[src/hdl/cvd_pkg.sv]
// Constants and types for the CC, supply, power and debug interrupt enables and filter periods.
// Assumes a 50 MHz ref_clk and an 8-bit register port with 12-bit addresses.
package cvd_pkg;

	typedef logic [7:0]  cvd_byte_t;
	typedef logic [11:0] cvd_addr_t;
	typedef logic [15:0] cvd_div_t;

	localparam cvd_addr_t CVD_OFF_CC_IRQ_MASK     = 12'h811;
	localparam cvd_addr_t CVD_OFF_CC1_MATCH_MASK  = 12'h812;
	localparam cvd_addr_t CVD_OFF_CC2_MATCH_MASK  = 12'h813;
	localparam cvd_addr_t CVD_OFF_SUPPLY_MASK     = 12'h814;
	localparam cvd_addr_t CVD_OFF_POWER_MASK      = 12'h815;
	localparam cvd_addr_t CVD_OFF_DEBUG_MASK      = 12'h816;
	localparam cvd_addr_t CVD_OFF_MATCH_PERIOD    = 12'h817;
	localparam cvd_addr_t CVD_OFF_PD_PERIOD       = 12'h818;
	localparam cvd_addr_t CVD_OFF_CABLE_PERIOD    = 12'h819;

	localparam cvd_byte_t CVD_RST_MASK            = 8'h00;
	localparam cvd_byte_t CVD_RST_MATCH_PERIOD    = 8'h02;
	localparam cvd_byte_t CVD_RST_PD_PERIOD       = 8'h0a;
	localparam cvd_byte_t CVD_RST_CABLE_PERIOD    = 8'h02;
	localparam cvd_byte_t CVD_READ_UNMAPPED       = 8'h00;

	// Writable bits of each mixed-access register
	localparam cvd_byte_t CVD_WMASK_CC_IRQ        = 8'hf3;
	localparam cvd_byte_t CVD_WMASK_ALL           = 8'hff;
	localparam cvd_byte_t CVD_WMASK_SUPPLY        = 8'h3d;
	localparam cvd_byte_t CVD_WMASK_DEBUG         = 8'h07;
	localparam cvd_byte_t CVD_WMASK_DEBUG_DFP     = 8'h08;

	// Match period used while running standalone, where the register is not applied
	localparam cvd_byte_t CVD_STANDALONE_PERIOD   = 8'h02;

	localparam int        CVD_CLK_PERIOD_NS       = 20;
	localparam int        CVD_FINE_UNIT_US        = 100;
	localparam int        CVD_MS_UNIT_US          = 1000;
	localparam int        CVD_FINE_UNIT_CYCLES    = CVD_FINE_UNIT_US * 1000 / CVD_CLK_PERIOD_NS;
	localparam int        CVD_MS_UNIT_CYCLES      = CVD_MS_UNIT_US * 1000 / CVD_CLK_PERIOD_NS;

	localparam int        CVD_CC_RAW_W            = 16;
	localparam int        CVD_PD_RAW_W            = 2;
	localparam int        CVD_CABLE_RAW_W         = 3;
	localparam int        CVD_SYNC_W              = CVD_CC_RAW_W + CVD_PD_RAW_W + CVD_CABLE_RAW_W;
	localparam int        CVD_PD_LSB              = CVD_CC_RAW_W;
	localparam int        CVD_CABLE_LSB           = CVD_CC_RAW_W + CVD_PD_RAW_W;

	localparam cvd_div_t  CVD_DIV_ZERO            = 16'h0000;
	localparam cvd_div_t  CVD_DIV_ONE             = 16'h0001;
	localparam cvd_byte_t CVD_COUNT_ONE           = 8'h01;

endpackage

[src/hdl/cvd_filter.sv]
// Stability filter: a vector must hold still for a programmed number of unit ticks
// before it is passed on. Assumes raw is already in the ref_clk domain.
`timescale 1ns/1ps

module cvd_filter #(
	parameter int W = 1
) (
	input  wire logic             ref_clk,   // 50 MHz clock
	input  wire logic             rst,       // Synchronous reset
	input  wire logic [W-1:0]     raw,       // Synchronised comparator results
	input  wire logic             unit_tick, // One pulse per time unit
	input  wire cvd_pkg::cvd_byte_t period,  // Stable time in units
	input  wire logic             enable,    // Filter running
	output logic      [W-1:0]     filtered,  // Accepted vector
	output logic                  updated    // Pulse when filtered changes
);
	import cvd_pkg::*;

	typedef struct packed {
		logic [W-1:0] held;
		logic [W-1:0] filt;
		cvd_byte_t    count;
		logic         upd;
	} cvd_flt_state_t;

	cvd_flt_state_t s_q;
	cvd_flt_state_t s_d;

	// Unit ticks are free running, so the first unit may be partial: +/-1 unit
	always_comb begin
		s_d = s_q;
		s_d.upd = 1'b0;
		if (!enable) begin
			s_d.held = raw;
			s_d.count = '0;
		end else if (raw != s_q.held) begin
			s_d.held = raw;
			s_d.count = '0;
		end else if (s_q.filt != s_q.held) begin
			if (s_q.count >= period) begin
				s_d.filt = s_q.held;
				s_d.upd = 1'b1;
				s_d.count = '0;
			end else if (unit_tick) begin
				s_d.count = s_q.count + CVD_COUNT_ONE;
			end
		end
	end

	always_ff @(posedge ref_clk) begin
		if (rst) begin
			s_q <= '0;
		end else begin
			s_q <= s_d;
		end
	end

	assign filtered = s_q.filt;
	assign updated  = s_q.upd;

endmodule

[src/hdl/cvd_irq_filter_regs.sv]
// Interrupt enable masks and filter periods for the CC pins, supply, power and debug.
// Assumes status vectors come from same-clock logic; comparator results are asynchronous.
`timescale 1ns/1ps

// Contract
// - The CC mask has writable enables at 7:4 and 1:0, a zero blocks that source, 3:2 reserved.
// - Each CC pin's eight-bit mask lets a change flag raise that pin's interrupt only where set.
// - The supply mask gates supply flags; bits 5:2 and 0 writable, 1 read-only, 7:6 reserved.
// - The power mask has eight enables, a zero blocks that power interrupt.
// - The debug mask has enables 2:0 and bits 7:4 are reserved reading zero.
// - Debug enable bit 3 exists only as a standalone downstream port, otherwise reserved.
// - Outside standalone the match period sets CC comparator stability time, default 2h.
// - The match period counts 100 us units when the unit select is one, coarser when zero.
// - The applied match filter time may be off by one unit either way.
// - The PD period sets the PD filter interval in 1 ms units, default Ah.
// - The cable-power period filters over-current and back-drive in 1 ms units, default 2h.
module cvd_irq_filter_regs #(
	parameter int FINE_UNIT_CYCLES = cvd_pkg::CVD_FINE_UNIT_CYCLES,
	parameter int MS_UNIT_CYCLES   = cvd_pkg::CVD_MS_UNIT_CYCLES
) (
	input  wire logic               ref_clk,           // 50 MHz clock
	input  wire logic               rst,               // Synchronous reset, high
	input  wire cvd_pkg::cvd_addr_t reg_addr,          // Register address
	input  wire logic               reg_wr_en,         // Write strobe
	input  wire logic               reg_rd_en,         // Read strobe
	input  wire cvd_pkg::cvd_byte_t reg_wdata,         // Write data
	output cvd_pkg::cvd_byte_t      reg_rdata,         // Read data
	output logic                    reg_rd_valid,      // Read data valid pulse
	input  wire cvd_pkg::cvd_byte_t cc_irq_sources,    // CC interrupt status
	input  wire cvd_pkg::cvd_byte_t cc1_change_flags,  // Pin 1 change status
	input  wire cvd_pkg::cvd_byte_t cc2_change_flags,  // Pin 2 change status
	input  wire cvd_pkg::cvd_byte_t supply_change_flags, // Supply change status
	input  wire cvd_pkg::cvd_byte_t power_irq_sources, // Power interrupt status
	input  wire logic [3:0]         debug_irq_sources, // Debug interrupt status
	input  wire logic               standalone_mode,   // Standalone operation
	input  wire logic               standalone_dfp,    // Standalone downstream port
	input  wire logic               match_filter_unit_select, // 1: 100 us units
	input  wire logic               cc_filter_enable,  // CC debouncer enable
	input  wire logic               cable_power_overcurrent_detect_enable, // OC filter enable
	input  wire cvd_pkg::cvd_byte_t cc1_cmp_raw,       // Pin 1 comparators, async
	input  wire cvd_pkg::cvd_byte_t cc2_cmp_raw,       // Pin 2 comparators, async
	input  wire logic [1:0]         pd_raw,            // PD detect levels, async
	input  wire logic               cable_oc_raw,      // Cable power over-current, async
	input  wire logic [1:0]         backdrive_raw,     // Back-drive on pin 1/2, async
	output logic                    cc_irq,            // CC interrupt
	output logic                    pin1_match_change_irq, // Pin 1 match change
	output logic                    pin2_match_change_irq, // Pin 2 match change
	output logic                    supply_irq,        // Supply interrupt
	output logic                    power_irq,         // Power interrupt
	output logic                    debug_irq,         // Debug interrupt
	output cvd_pkg::cvd_byte_t      cc1_match,         // Filtered pin 1 comparators
	output cvd_pkg::cvd_byte_t      cc2_match,         // Filtered pin 2 comparators
	output logic                    cc_match_update,   // Pulse on match change
	output logic [1:0]              pd_filtered,       // Filtered PD levels
	output logic                    cable_oc_filtered, // Filtered over-current
	output logic [1:0]              backdrive_filtered, // Filtered back-drive
	output cvd_pkg::cvd_byte_t      match_filter_period, // Programmed match period
	output cvd_pkg::cvd_byte_t      pd_filter_period,  // Programmed PD period
	output cvd_pkg::cvd_byte_t      cable_power_fault_filter_period // Programmed cable period
);
	import cvd_pkg::*;

	localparam cvd_div_t FINE_LAST = cvd_div_t'(FINE_UNIT_CYCLES - 1);
	localparam cvd_div_t MS_LAST   = cvd_div_t'(MS_UNIT_CYCLES - 1);

	typedef struct packed {
		cvd_byte_t             cc_mask;
		cvd_byte_t             cc1_mask;
		cvd_byte_t             cc2_mask;
		cvd_byte_t             supply_mask;
		cvd_byte_t             power_mask;
		cvd_byte_t             debug_mask;
		cvd_byte_t             match_period;
		cvd_byte_t             pd_period;
		cvd_byte_t             cable_period;
		cvd_byte_t             rdata;
		logic                  rvalid;
		logic [CVD_SYNC_W-1:0] sync1;
		logic [CVD_SYNC_W-1:0] sync2;
		cvd_div_t              fine_cnt;
		cvd_div_t              ms_cnt;
		logic                  fine_tick;
		logic                  ms_tick;
		logic [5:0]            irq;
	} cvd_state_t;

	cvd_state_t s_q;
	cvd_state_t s_d;

	logic       match_tick;
	cvd_byte_t  match_period_eff;
	cvd_byte_t  debug_mask_eff;
	cvd_byte_t  debug_wmask;

	function automatic cvd_byte_t masked_write(cvd_byte_t old, cvd_byte_t wr, cvd_byte_t wm);
		masked_write = (old & ~wm) | (wr & wm);
	endfunction

	function automatic cvd_div_t next_div(cvd_div_t cnt, cvd_div_t last);
		next_div = (cnt >= last) ? CVD_DIV_ZERO : cnt + CVD_DIV_ONE;
	endfunction

	// Bit 3 of the debug mask only exists as a standalone downstream port
	assign debug_wmask = standalone_dfp ? (CVD_WMASK_DEBUG | CVD_WMASK_DEBUG_DFP)
	                                    : CVD_WMASK_DEBUG;
	assign debug_mask_eff = s_q.debug_mask & debug_wmask;

	// Coarse unit is taken as 1 ms; software must size the period for the thresholds
	assign match_tick = match_filter_unit_select ? s_q.fine_tick : s_q.ms_tick;
	assign match_period_eff = standalone_mode ? CVD_STANDALONE_PERIOD
	                                          : s_q.match_period;

	always_comb begin
		s_d = s_q;
		s_d.rvalid = 1'b0;

		s_d.sync1 = {backdrive_raw, cable_oc_raw, pd_raw, cc2_cmp_raw, cc1_cmp_raw};
		s_d.sync2 = s_q.sync1;

		s_d.fine_cnt  = next_div(s_q.fine_cnt, FINE_LAST);
		s_d.fine_tick = (s_q.fine_cnt >= FINE_LAST);
		s_d.ms_cnt    = next_div(s_q.ms_cnt, MS_LAST);
		s_d.ms_tick   = (s_q.ms_cnt >= MS_LAST);

		if (reg_wr_en) begin
			case (reg_addr)
				CVD_OFF_CC_IRQ_MASK: begin
					s_d.cc_mask = masked_write(s_q.cc_mask, reg_wdata, CVD_WMASK_CC_IRQ);
				end
				CVD_OFF_CC1_MATCH_MASK: begin
					s_d.cc1_mask = reg_wdata;
				end
				CVD_OFF_CC2_MATCH_MASK: begin
					s_d.cc2_mask = reg_wdata;
				end
				CVD_OFF_SUPPLY_MASK: begin
					s_d.supply_mask = masked_write(s_q.supply_mask, reg_wdata,
					                               CVD_WMASK_SUPPLY);
				end
				CVD_OFF_POWER_MASK: begin
					s_d.power_mask = masked_write(s_q.power_mask, reg_wdata,
					                              CVD_WMASK_ALL);
				end
				CVD_OFF_DEBUG_MASK: begin
					s_d.debug_mask = masked_write(s_q.debug_mask, reg_wdata,
					                              debug_wmask);
				end
				CVD_OFF_MATCH_PERIOD: begin
					s_d.match_period = reg_wdata;
				end
				CVD_OFF_PD_PERIOD: begin
					s_d.pd_period = reg_wdata;
				end
				CVD_OFF_CABLE_PERIOD: begin
					s_d.cable_period = reg_wdata;
				end
				default: begin
				end
			endcase
		end

		if (reg_rd_en) begin
			s_d.rvalid = 1'b1;
			case (reg_addr)
				CVD_OFF_CC_IRQ_MASK:    s_d.rdata = s_q.cc_mask & CVD_WMASK_CC_IRQ;
				CVD_OFF_CC1_MATCH_MASK: s_d.rdata = s_q.cc1_mask;
				CVD_OFF_CC2_MATCH_MASK: s_d.rdata = s_q.cc2_mask;
				CVD_OFF_SUPPLY_MASK:    s_d.rdata = s_q.supply_mask & CVD_WMASK_SUPPLY;
				CVD_OFF_POWER_MASK:     s_d.rdata = s_q.power_mask;
				CVD_OFF_DEBUG_MASK:     s_d.rdata = debug_mask_eff;
				CVD_OFF_MATCH_PERIOD:   s_d.rdata = s_q.match_period;
				CVD_OFF_PD_PERIOD:      s_d.rdata = s_q.pd_period;
				CVD_OFF_CABLE_PERIOD:   s_d.rdata = s_q.cable_period;
				default:                s_d.rdata = CVD_READ_UNMAPPED;
			endcase
		end

		// Level outputs follow status every cycle, so clearing status drops them
		s_d.irq[0] = |(cc_irq_sources & s_q.cc_mask & CVD_WMASK_CC_IRQ);
		s_d.irq[1] = |(cc1_change_flags & s_q.cc1_mask);
		s_d.irq[2] = |(cc2_change_flags & s_q.cc2_mask);
		s_d.irq[3] = |(supply_change_flags & s_q.supply_mask & CVD_WMASK_SUPPLY);
		s_d.irq[4] = |(power_irq_sources & s_q.power_mask);
		s_d.irq[5] = |(debug_irq_sources & debug_mask_eff[3:0]);
	end

	always_ff @(posedge ref_clk) begin
		if (rst) begin
			s_q <= '0;
			s_q.cc_mask      <= CVD_RST_MASK;
			s_q.cc1_mask     <= CVD_RST_MASK;
			s_q.cc2_mask     <= CVD_RST_MASK;
			s_q.supply_mask  <= CVD_RST_MASK;
			s_q.power_mask   <= CVD_RST_MASK;
			s_q.debug_mask   <= CVD_RST_MASK;
			s_q.match_period <= CVD_RST_MATCH_PERIOD;
			s_q.pd_period    <= CVD_RST_PD_PERIOD;
			s_q.cable_period <= CVD_RST_CABLE_PERIOD;
		end else begin
			s_q <= s_d;
		end
	end

	// Periods are read live: a write while a filter runs shifts its current window
	cvd_filter #(
		.W         (CVD_CC_RAW_W)
	) u_match_filter (
		.ref_clk   (ref_clk),
		.rst       (rst),
		.raw       (s_q.sync2[CVD_CC_RAW_W-1:0]),
		.unit_tick (match_tick),
		.period    (match_period_eff),
		.enable    (cc_filter_enable),
		.filtered  ({cc2_match, cc1_match}),
		.updated   (cc_match_update)
	);

	cvd_filter #(
		.W         (CVD_PD_RAW_W)
	) u_pd_filter (
		.ref_clk   (ref_clk),
		.rst       (rst),
		.raw       (s_q.sync2[CVD_PD_LSB +: CVD_PD_RAW_W]),
		.unit_tick (s_q.ms_tick),
		.period    (s_q.pd_period),
		.enable    (cc_filter_enable),
		.filtered  (pd_filtered),
		.updated   ()
	);

	cvd_filter #(
		.W         (CVD_CABLE_RAW_W)
	) u_cable_filter (
		.ref_clk   (ref_clk),
		.rst       (rst),
		.raw       (s_q.sync2[CVD_CABLE_LSB +: CVD_CABLE_RAW_W]),
		.unit_tick (s_q.ms_tick),
		.period    (s_q.cable_period),
		.enable    (cable_power_overcurrent_detect_enable),
		.filtered  ({backdrive_filtered, cable_oc_filtered}),
		.updated   ()
	);

	assign reg_rdata             = s_q.rdata;
	assign reg_rd_valid          = s_q.rvalid;
	assign cc_irq                = s_q.irq[0];
	assign pin1_match_change_irq = s_q.irq[1];
	assign pin2_match_change_irq = s_q.irq[2];
	assign supply_irq            = s_q.irq[3];
	assign power_irq             = s_q.irq[4];
	assign debug_irq             = s_q.irq[5];
	assign match_filter_period   = s_q.match_period;
	assign pd_filter_period      = s_q.pd_period;
	assign cable_power_fault_filter_period = s_q.cable_period;

endmodule

[config.mk]
export PLATFORM = sky130hd
export DESIGN_NAME = cvd_irq_filter_regs
export DESIGN_NICKNAME = d
export VERILOG_FILES = /design/src/hdl/cvd_pkg.sv /design/src/hdl/cvd_filter.sv /design/src/hdl/cvd_irq_filter_regs.sv
export SDC_FILE = /design/constraint.sdc
export NUM_CORES = 1
export LEC_CHECK = 0
export ABC_AREA = 1
export BUFFER_PORTS_ARGS = -buffer_cell sky130_fd_sc_hd__buf_2
export CAP_MARGIN = 20
export CELL_PAD_IN_SITES_DETAIL_PLACEMENT = 1
export CELL_PAD_IN_SITES_GLOBAL_PLACEMENT = 1
export CORE_ASPECT_RATIO = 0.75
export CORE_UTILIZATION = 32
export DETAILED_ROUTE_END_ITERATION = 10
export PLACE_DENSITY_LB_ADDON = 0.05
export SLEW_MARGIN = 20
export SYNTH_ARGS = -nofsm -noshare
export SYNTH_HDL_FRONTEND = slang
export SYNTH_SLANG_ARGS = --single-unit
[constraint.sdc]
create_clock -name ref_clk -period 2.85 [get_ports ref_clk]
set_clock_uncertainty 0.1 [all_clocks]
set_input_delay 0.4275 -clock ref_clk [delete_from_list [all_inputs] [get_ports ref_clk]]
set_output_delay 0.4275 -clock ref_clk [all_outputs]
set_load 0.05 [all_outputs]
* After elaboration in Yosys (flattened, before gate mapping)
Cells that the tools add are included.
Storage, ports and cells: register bits after elaboration 230, input port bits 94, output and inout port bits 61, word-level logic and storage cells 123
Cells by class: $add $sub $neg 5, $lt $le $gt $ge 5, eq/ne operators 18, muxes and demuxes 18, bitwise gates (word level) 19, reduce and logical (&&, ||, !) cells 30
Operators with widths (number):
- equality test 12 bit, second input constant | 9
- case mux 8 bit (9 select lines) | 1
- two-way mux 8 bit | 7
- bitwise AND 8 bit | 5
- adder 16 x 1 -> 16 bit, second input constant | 2
- two-way mux 16 bit | 2
- inequality test 16 bit | 2
- adder 8 x 1 -> 8 bit, second input constant | 3
- >= comparator 8 bit | 3
- AND reduction 2 bit | 12
- OR reduction 8 bit | 3
- bitwise AND 8 x 4 -> 8 bit | 2
- >= comparator 16 x 13 -> 1 bit, second input constant | 1
- >= comparator 16 bit, second input constant | 1
- AND reduction 4 bit | 3
- OR reduction 3 bit | 3
- inverter 4 -> 8 bit | 1
- OR 4 x 8 -> 8 bit | 1
- OR 8 x 6 -> 8 bit | 1
- OR 8 bit | 1
- OR reduction 4 bit | 2
- bitwise AND 6 bit | 1
- two-way mux 3 bit | 2
- inequality test 2 x 1 -> 1 bit, second input constant | 3
- 11 further kinds | 24

* Longest topological paths before layout
depth in word-level cells 4, gate-level depth with buffers 14

* Hierarchy
Synthesis repeated with hierarchy kept, for this count alone.
Second synthesis, totals: cell total of the unflattened synthesis 1651, area total of the unflattened synthesis 11541.1 um^2
Modules (own cells, without submodules):
- cvd_irq_filter_regs | times used 1, cells an instance 855, area each 6575.1 um^2, seq. area each 3083.0 um^2
- cvd_filter (u_match_filter) | times used 1, cells an instance 459, area each 2780.2 um^2, seq. area each 820.8 um^2
- cvd_filter (u_cable_filter) | times used 1, cells an instance 181, area each 1163.6 um^2, seq. area each 300.3 um^2
- cvd_filter (u_pd_filter) | times used 1, cells an instance 156, area each 1022.2 um^2, seq. area each 260.2 um^2

* Worst setup path after synthesis
No wires, ideal clock.
path type in2reg, start point input port standalone_mode, end point register u_match_filter.s_q, in the netlist u_match_filter.filtered[10], setup time 115 ps, data arrival time 1845 ps, data required time 2635 ps, path slack 790 ps, stages 13, cells stage by stage inv_1 -> nand2_1 -> ha_1 -> nand2_1 -> o21bai_1 -> nand2_1 -> nand2_1 -> nand2_1 -> nand2_4 -> buf_6 -> buf_12 -> o21bai_1 -> nand2_1
Between the ends: cells in the longest elaborated chain, start to end 3
Ends and longest elaborated chain:
- from (decl) | RTL line cvd_irq_filter_regs.sv:35 | input wire logic standalone_mode,
- two-way mux 8 bit | RTL line cvd_irq_filter_regs.sv:110 | assign match_period_eff = standalone_mode ? CVD_STANDALONE_PERIOD
- >= comparator 8 bit | RTL line cvd_filter.sv:40 | if (s_q.count >= period) begin
- AND reduction 4 bit (no line)
- to (signal assigned) | RTL line cvd_filter.sv:52 | s_q <= '0;
- to (signal assigned) | RTL line cvd_filter.sv:54 | s_q <= s_d;
- to (decl) | RTL line cvd_filter.sv:26 | cvd_flt_state_t s_q;
Every way passes these cells. A chain may end at the register's enable or synchronous reset.

* Worst setup path after layout
start point register s_q, in the netlist cable_power_fault_filter_period[5], end point register u_cable_filter.s_q[8] (netlist bit)
Between the ends: cells in the longest elaborated chain, start to end 3, elaborated cells between the ends (all ways) 4, classes of those cells order compare: 1; mux: 1; reduce/logical: 2
Ends and longest elaborated chain:
- from (decl) | RTL line cvd_irq_filter_regs.sv:87 | cvd_state_t s_q;
- >= comparator 8 bit (*) | RTL line cvd_filter.sv:40
- nonzero test 2 bit (no line)
- AND reduction 2 bit (no line)
- to (signal assigned) | RTL line cvd_filter.sv:52
- to (signal assigned) | RTL line cvd_filter.sv:54
- to (decl) | RTL line cvd_filter.sv:26
Mark *: on every way between the ends. The rest lies on a longest branch, timed or not.

==> flow_summary_export.csv <==
group,metric,value,unit
yosys,synth_edf_count,0,
outcome,status,"finished clean",
drt,drtPass1Iterations,5,
clocking,clk_path_buf_depth,3,
hold_path,hold_path_startpoint,"supply_change_flags[5]",
worst_setup_path,reg2reg_from,"cable_power_fault_filter_period[5]",
sta,max_freq,0.415,GHz
drt,vias,9544,
sta,holdWs,0.0342,ns
yosys,synthTopCellsByCount,"272 x nand2_1, 228 x nor2_1, 221 x dfxtp_1, 181 x inv_1, 112 x nand3_1",
power,power_frac_comb,5.2,%
floorplanning,rows,57,
worst_setup_path,regToRegSetupSlack,0.44,ns
power,ir_drop,0.381,mV
sta,slew_violations,0,
grt,grt_max_degree,98,
final_layout,insertedDiodeCount,0,
final_layout,drive_above_1_share,15.4,%
clocking,cts.clk_slew.worst_paths,0.06,ns
hold_path,hp-class,"in2reg",
placed_design,gp_congestion,0.830,
drt,viasPerCell,4.63,
floorplanning,core-area,0.0327,sq mm
floorplanning,die_area,0.0342,sq mm
clocking,clk_latency,0.56,ns
drt,drt_iter0_markers,476,
worst_setup_path,worstPathRequired,3.19,ns
sta,hold_viol,0,
power,p_sw,1.68,mW
power,p_seq_share,44.5,%
power,clkPwrFrac,50.3,%
worst_setup_path,worstRegToRegCells,10,
final_layout,multi_input_area,0.00497,sq mm
sta,finalCritPeriodShare,84.6,%
power,p_per_area,561,mW/mm^2
placed_design,numPortBuffers,149,
power,swShare,23.7,%
yosys,synth_most_common_cell,"nand2_1",
placed_design,dp_cells,1994,
yosys,syn_area_per_cell,7.24,sq um
grt,grt_usage,19.5,%
clocking,cts_num_sinks,221,
worst_setup_path,crit_type,"reg2reg",
final_layout,fillers,4130,
final_layout,layout.cells.non_filler,2063,
grt,antenna_found_initial,1,
sta,rsz0062_at_grt,"false",
drt,wl,33400,um
floorplanning,die_width,213,um
grt,grt_pass1_vias,9407,
final_layout,fin_nets,1724,
floorplanning,initial_core_util,32.8,%
worst_setup_path,timing.rr.end,"u_cable_filter.s_q[8]",
clocking,cts_max_level,1,
clocking,cts_tree,"built",
sta,finalCriticalPeriod,2.41,ns
grt,overflow,0,
sta,setup_tns,0,ns
yosys,ys_seq_elements,221,
yosys,synth-main-ff-cell,"dfxtp_1",
drt,postRouteAntennaNets,0,
yosys,synth_top_cell_by_area,"dfxtp_1",
worst_setup_path,end_kind,"register",
final_layout,area_growth,18.2,%
yosys,synthCells,1479,
power,leakage,5.76,nW
worst_setup_path,path_max_fanout,9,
yosys,synth_warnings,0,
yosys,synthesis.area,0.0107,sq mm
drt,wire_per_inst,16.2,um
drt,drcViolationCount,0,
run,drv_cap,0,
hold_path,hold_end,"supply_irq",
floorplanning,die_h,160,um
floorplanning,ios,155,
worst_setup_path,critPathLaunchType,"register",
worst_setup_path,arrival,2.75,ns
power,report.power.total,7.10,mW
sta,setup_viol,0,
power,p_int,5.41,mW
yosys,yosysSeqAreaShare,41.3,%
placed_design,dp_hpwl,24900,um
sta,relSlewSlack,55.0,%
sta,worst_pin_slew,0.672,ns
yosys,yosys.cell_types.count,52,
hold_path,hold_depth,3,
final_layout,seq_area,0.00442,sq mm
final_layout,utilization,38.7,%
clocking,cts-root-buf,"clkbuf_16",
grt,grt_pass1_wl,52200,um
clocking,numCtsBuffers,26,
yosys,yosysTopAreaCellShare,41.3,%
yosys,async_flop_share,0,%
clocking,cts_setup_buffers,0,
yosys,netlist_top_cells_area,"dfxtp_1 41%, nand2_1 9.5%, nor2_1 8.0%, inv_1 6.3%, nand3_1 5.2%",
## worst max path at each step
stage / from / end / slack, ns / cells after the start
finish: cable_power_fault_filter_period[5] / u_cable_filter.s_q[8] / 0.44 / 10
global route: cable_power_fault_filter_period[5] / u_cable_filter.s_q[3] / 0.18 / 10
CTS: cable_power_fault_filter_period[5] / u_cable_filter.s_q[8] / 0.46 / 10
detailed placement: standalone_mode / u_match_filter.filtered[11] / 0.40 / 13
global placement: standalone_mode / u_match_filter.filtered[11] / 0.44 / 13
floorplan: standalone_mode / u_match_filter.filtered[10] / 0.79 / 13
## power by group through the flow
| stage | Clock, mW | Combinational (mW) | Sequential, mW |
|---|---|---|---|
| after floorplan | 0 | 0.193 | 3.22 |
| after global placement | 0 | 0.351 | 3.23 |
| after detailed placement | 0 | 0.355 | 3.23 |
| after CTS | 3.68 | 0.379 | 3.16 |
| after global routing | 3.79 | 0.415 | 3.16 |
| final | 3.57 | 0.371 | 3.16 |
## registers in the layout (all words and copies together) (netlist names), named ones only
name / flops
s_q: 93
u_cable_filter.s_q: 11
u_pd_filter.s_q: 10
pd_filter_period: 8
s_d: 21
u_match_filter.s_q: 24
u_pd_filter.filtered: 2
power_irq: 1
match_filter_period: 8
u_cable_filter.filtered: 3
debug_irq: 1
pin2_match_change_irq: 1
u_match_filter.updated: 1
pin1_match_change_irq: 1
supply_irq: 1
cc_irq: 1
reg_rdata: 8
reg_rd_valid: 1
u_match_filter.filtered: 16
cable_power_fault_filter_period: 8
## worst max-delay path, cell delays in order (launching register included)
cell and delay, ns:
dfxtp_1 0.39, inv_1 0.07, ha_1 0.30, a21oi_1 0.15
nor2_1 0.06, nor3b_2 0.46, nand3_2 0.28, nand2_1 0.22
inv_1 0.12, nor2_1 0.11, nor2_1 0.05
## layout by cell type (no fill, tap or decap), types with 6 or more instances in the layout
cell type / count
xnor2_1: 9
inv_1: 181
dlygate4sd3_1: 21
nor3_1: 18
xor2_1: 29
nand2_2: 6
a221oi_1: 8
nand3_1: 112
o21ai_0: 75
nor2_2: 9
nor2_1: 228
nand2_1: 272
a22o_1: 8
nor2_4: 7
ha_1: 29
dfxtp_1: 221
clkinv_2: 7
buf_4: 13
nand4_1: 12
o21bai_1: 17
a21oi_1: 88
clkbuf_16: 26
buf_2: 148
## kinds of logic (layout without fill, tap and decap cells)
| family | count (synthesis) | after routing | synth area share [%] |
|---|---|---|---|
| other | 1 | 3 | 0.0350 |
| xor gates and xnor gates | 38 | 38 | 3.11 |
| and+or+nand+nor | 688 | 688 | 27.9 |
| adders and majority gates | 29 | 29 | 3.39 |
| DFF | 221 | 221 | 41.3 |
| buffers and inverters | 281 | 421 | 12.3 |
| AOI/OAI and AO/OA | 221 | 221 | 11.9 |
## layout make-up
type,count,area share (%)
Sequential cell,221,35.0
Timing Repair Buffer,184,8.60
Tap cell,442,4.37
Clock buffer,35,5.72
Clock inverter,13,1.44
Inverter,189,5.62
Multi-Input combinational cell,979,39.3
## layer usage
metal	vias up	track usage [%]	share of wire, %
met2	149	31.2	44
met3	40	3.09	3.9
li1	4914	-	-
met1	4439	27.7	50
met4	2	3.93	1.7
met5	-	0	0.036
## per-stage QoR
step                instance area (sq um)  setup slack, ns
finish                              12700            0.438
global route                        12700            0.177
CTS                                 12700            0.459
detailed placement                  11500            0.398
global placement                    11500            0.443
floorplan                           10700            0.790
## timing repair
item                                   in CTS  in global routing
endpoints found under the hold margin      21                  0
hold buffers                               21                  0
resized for setup                           0                  0
(Power assumes the default switching activity.)
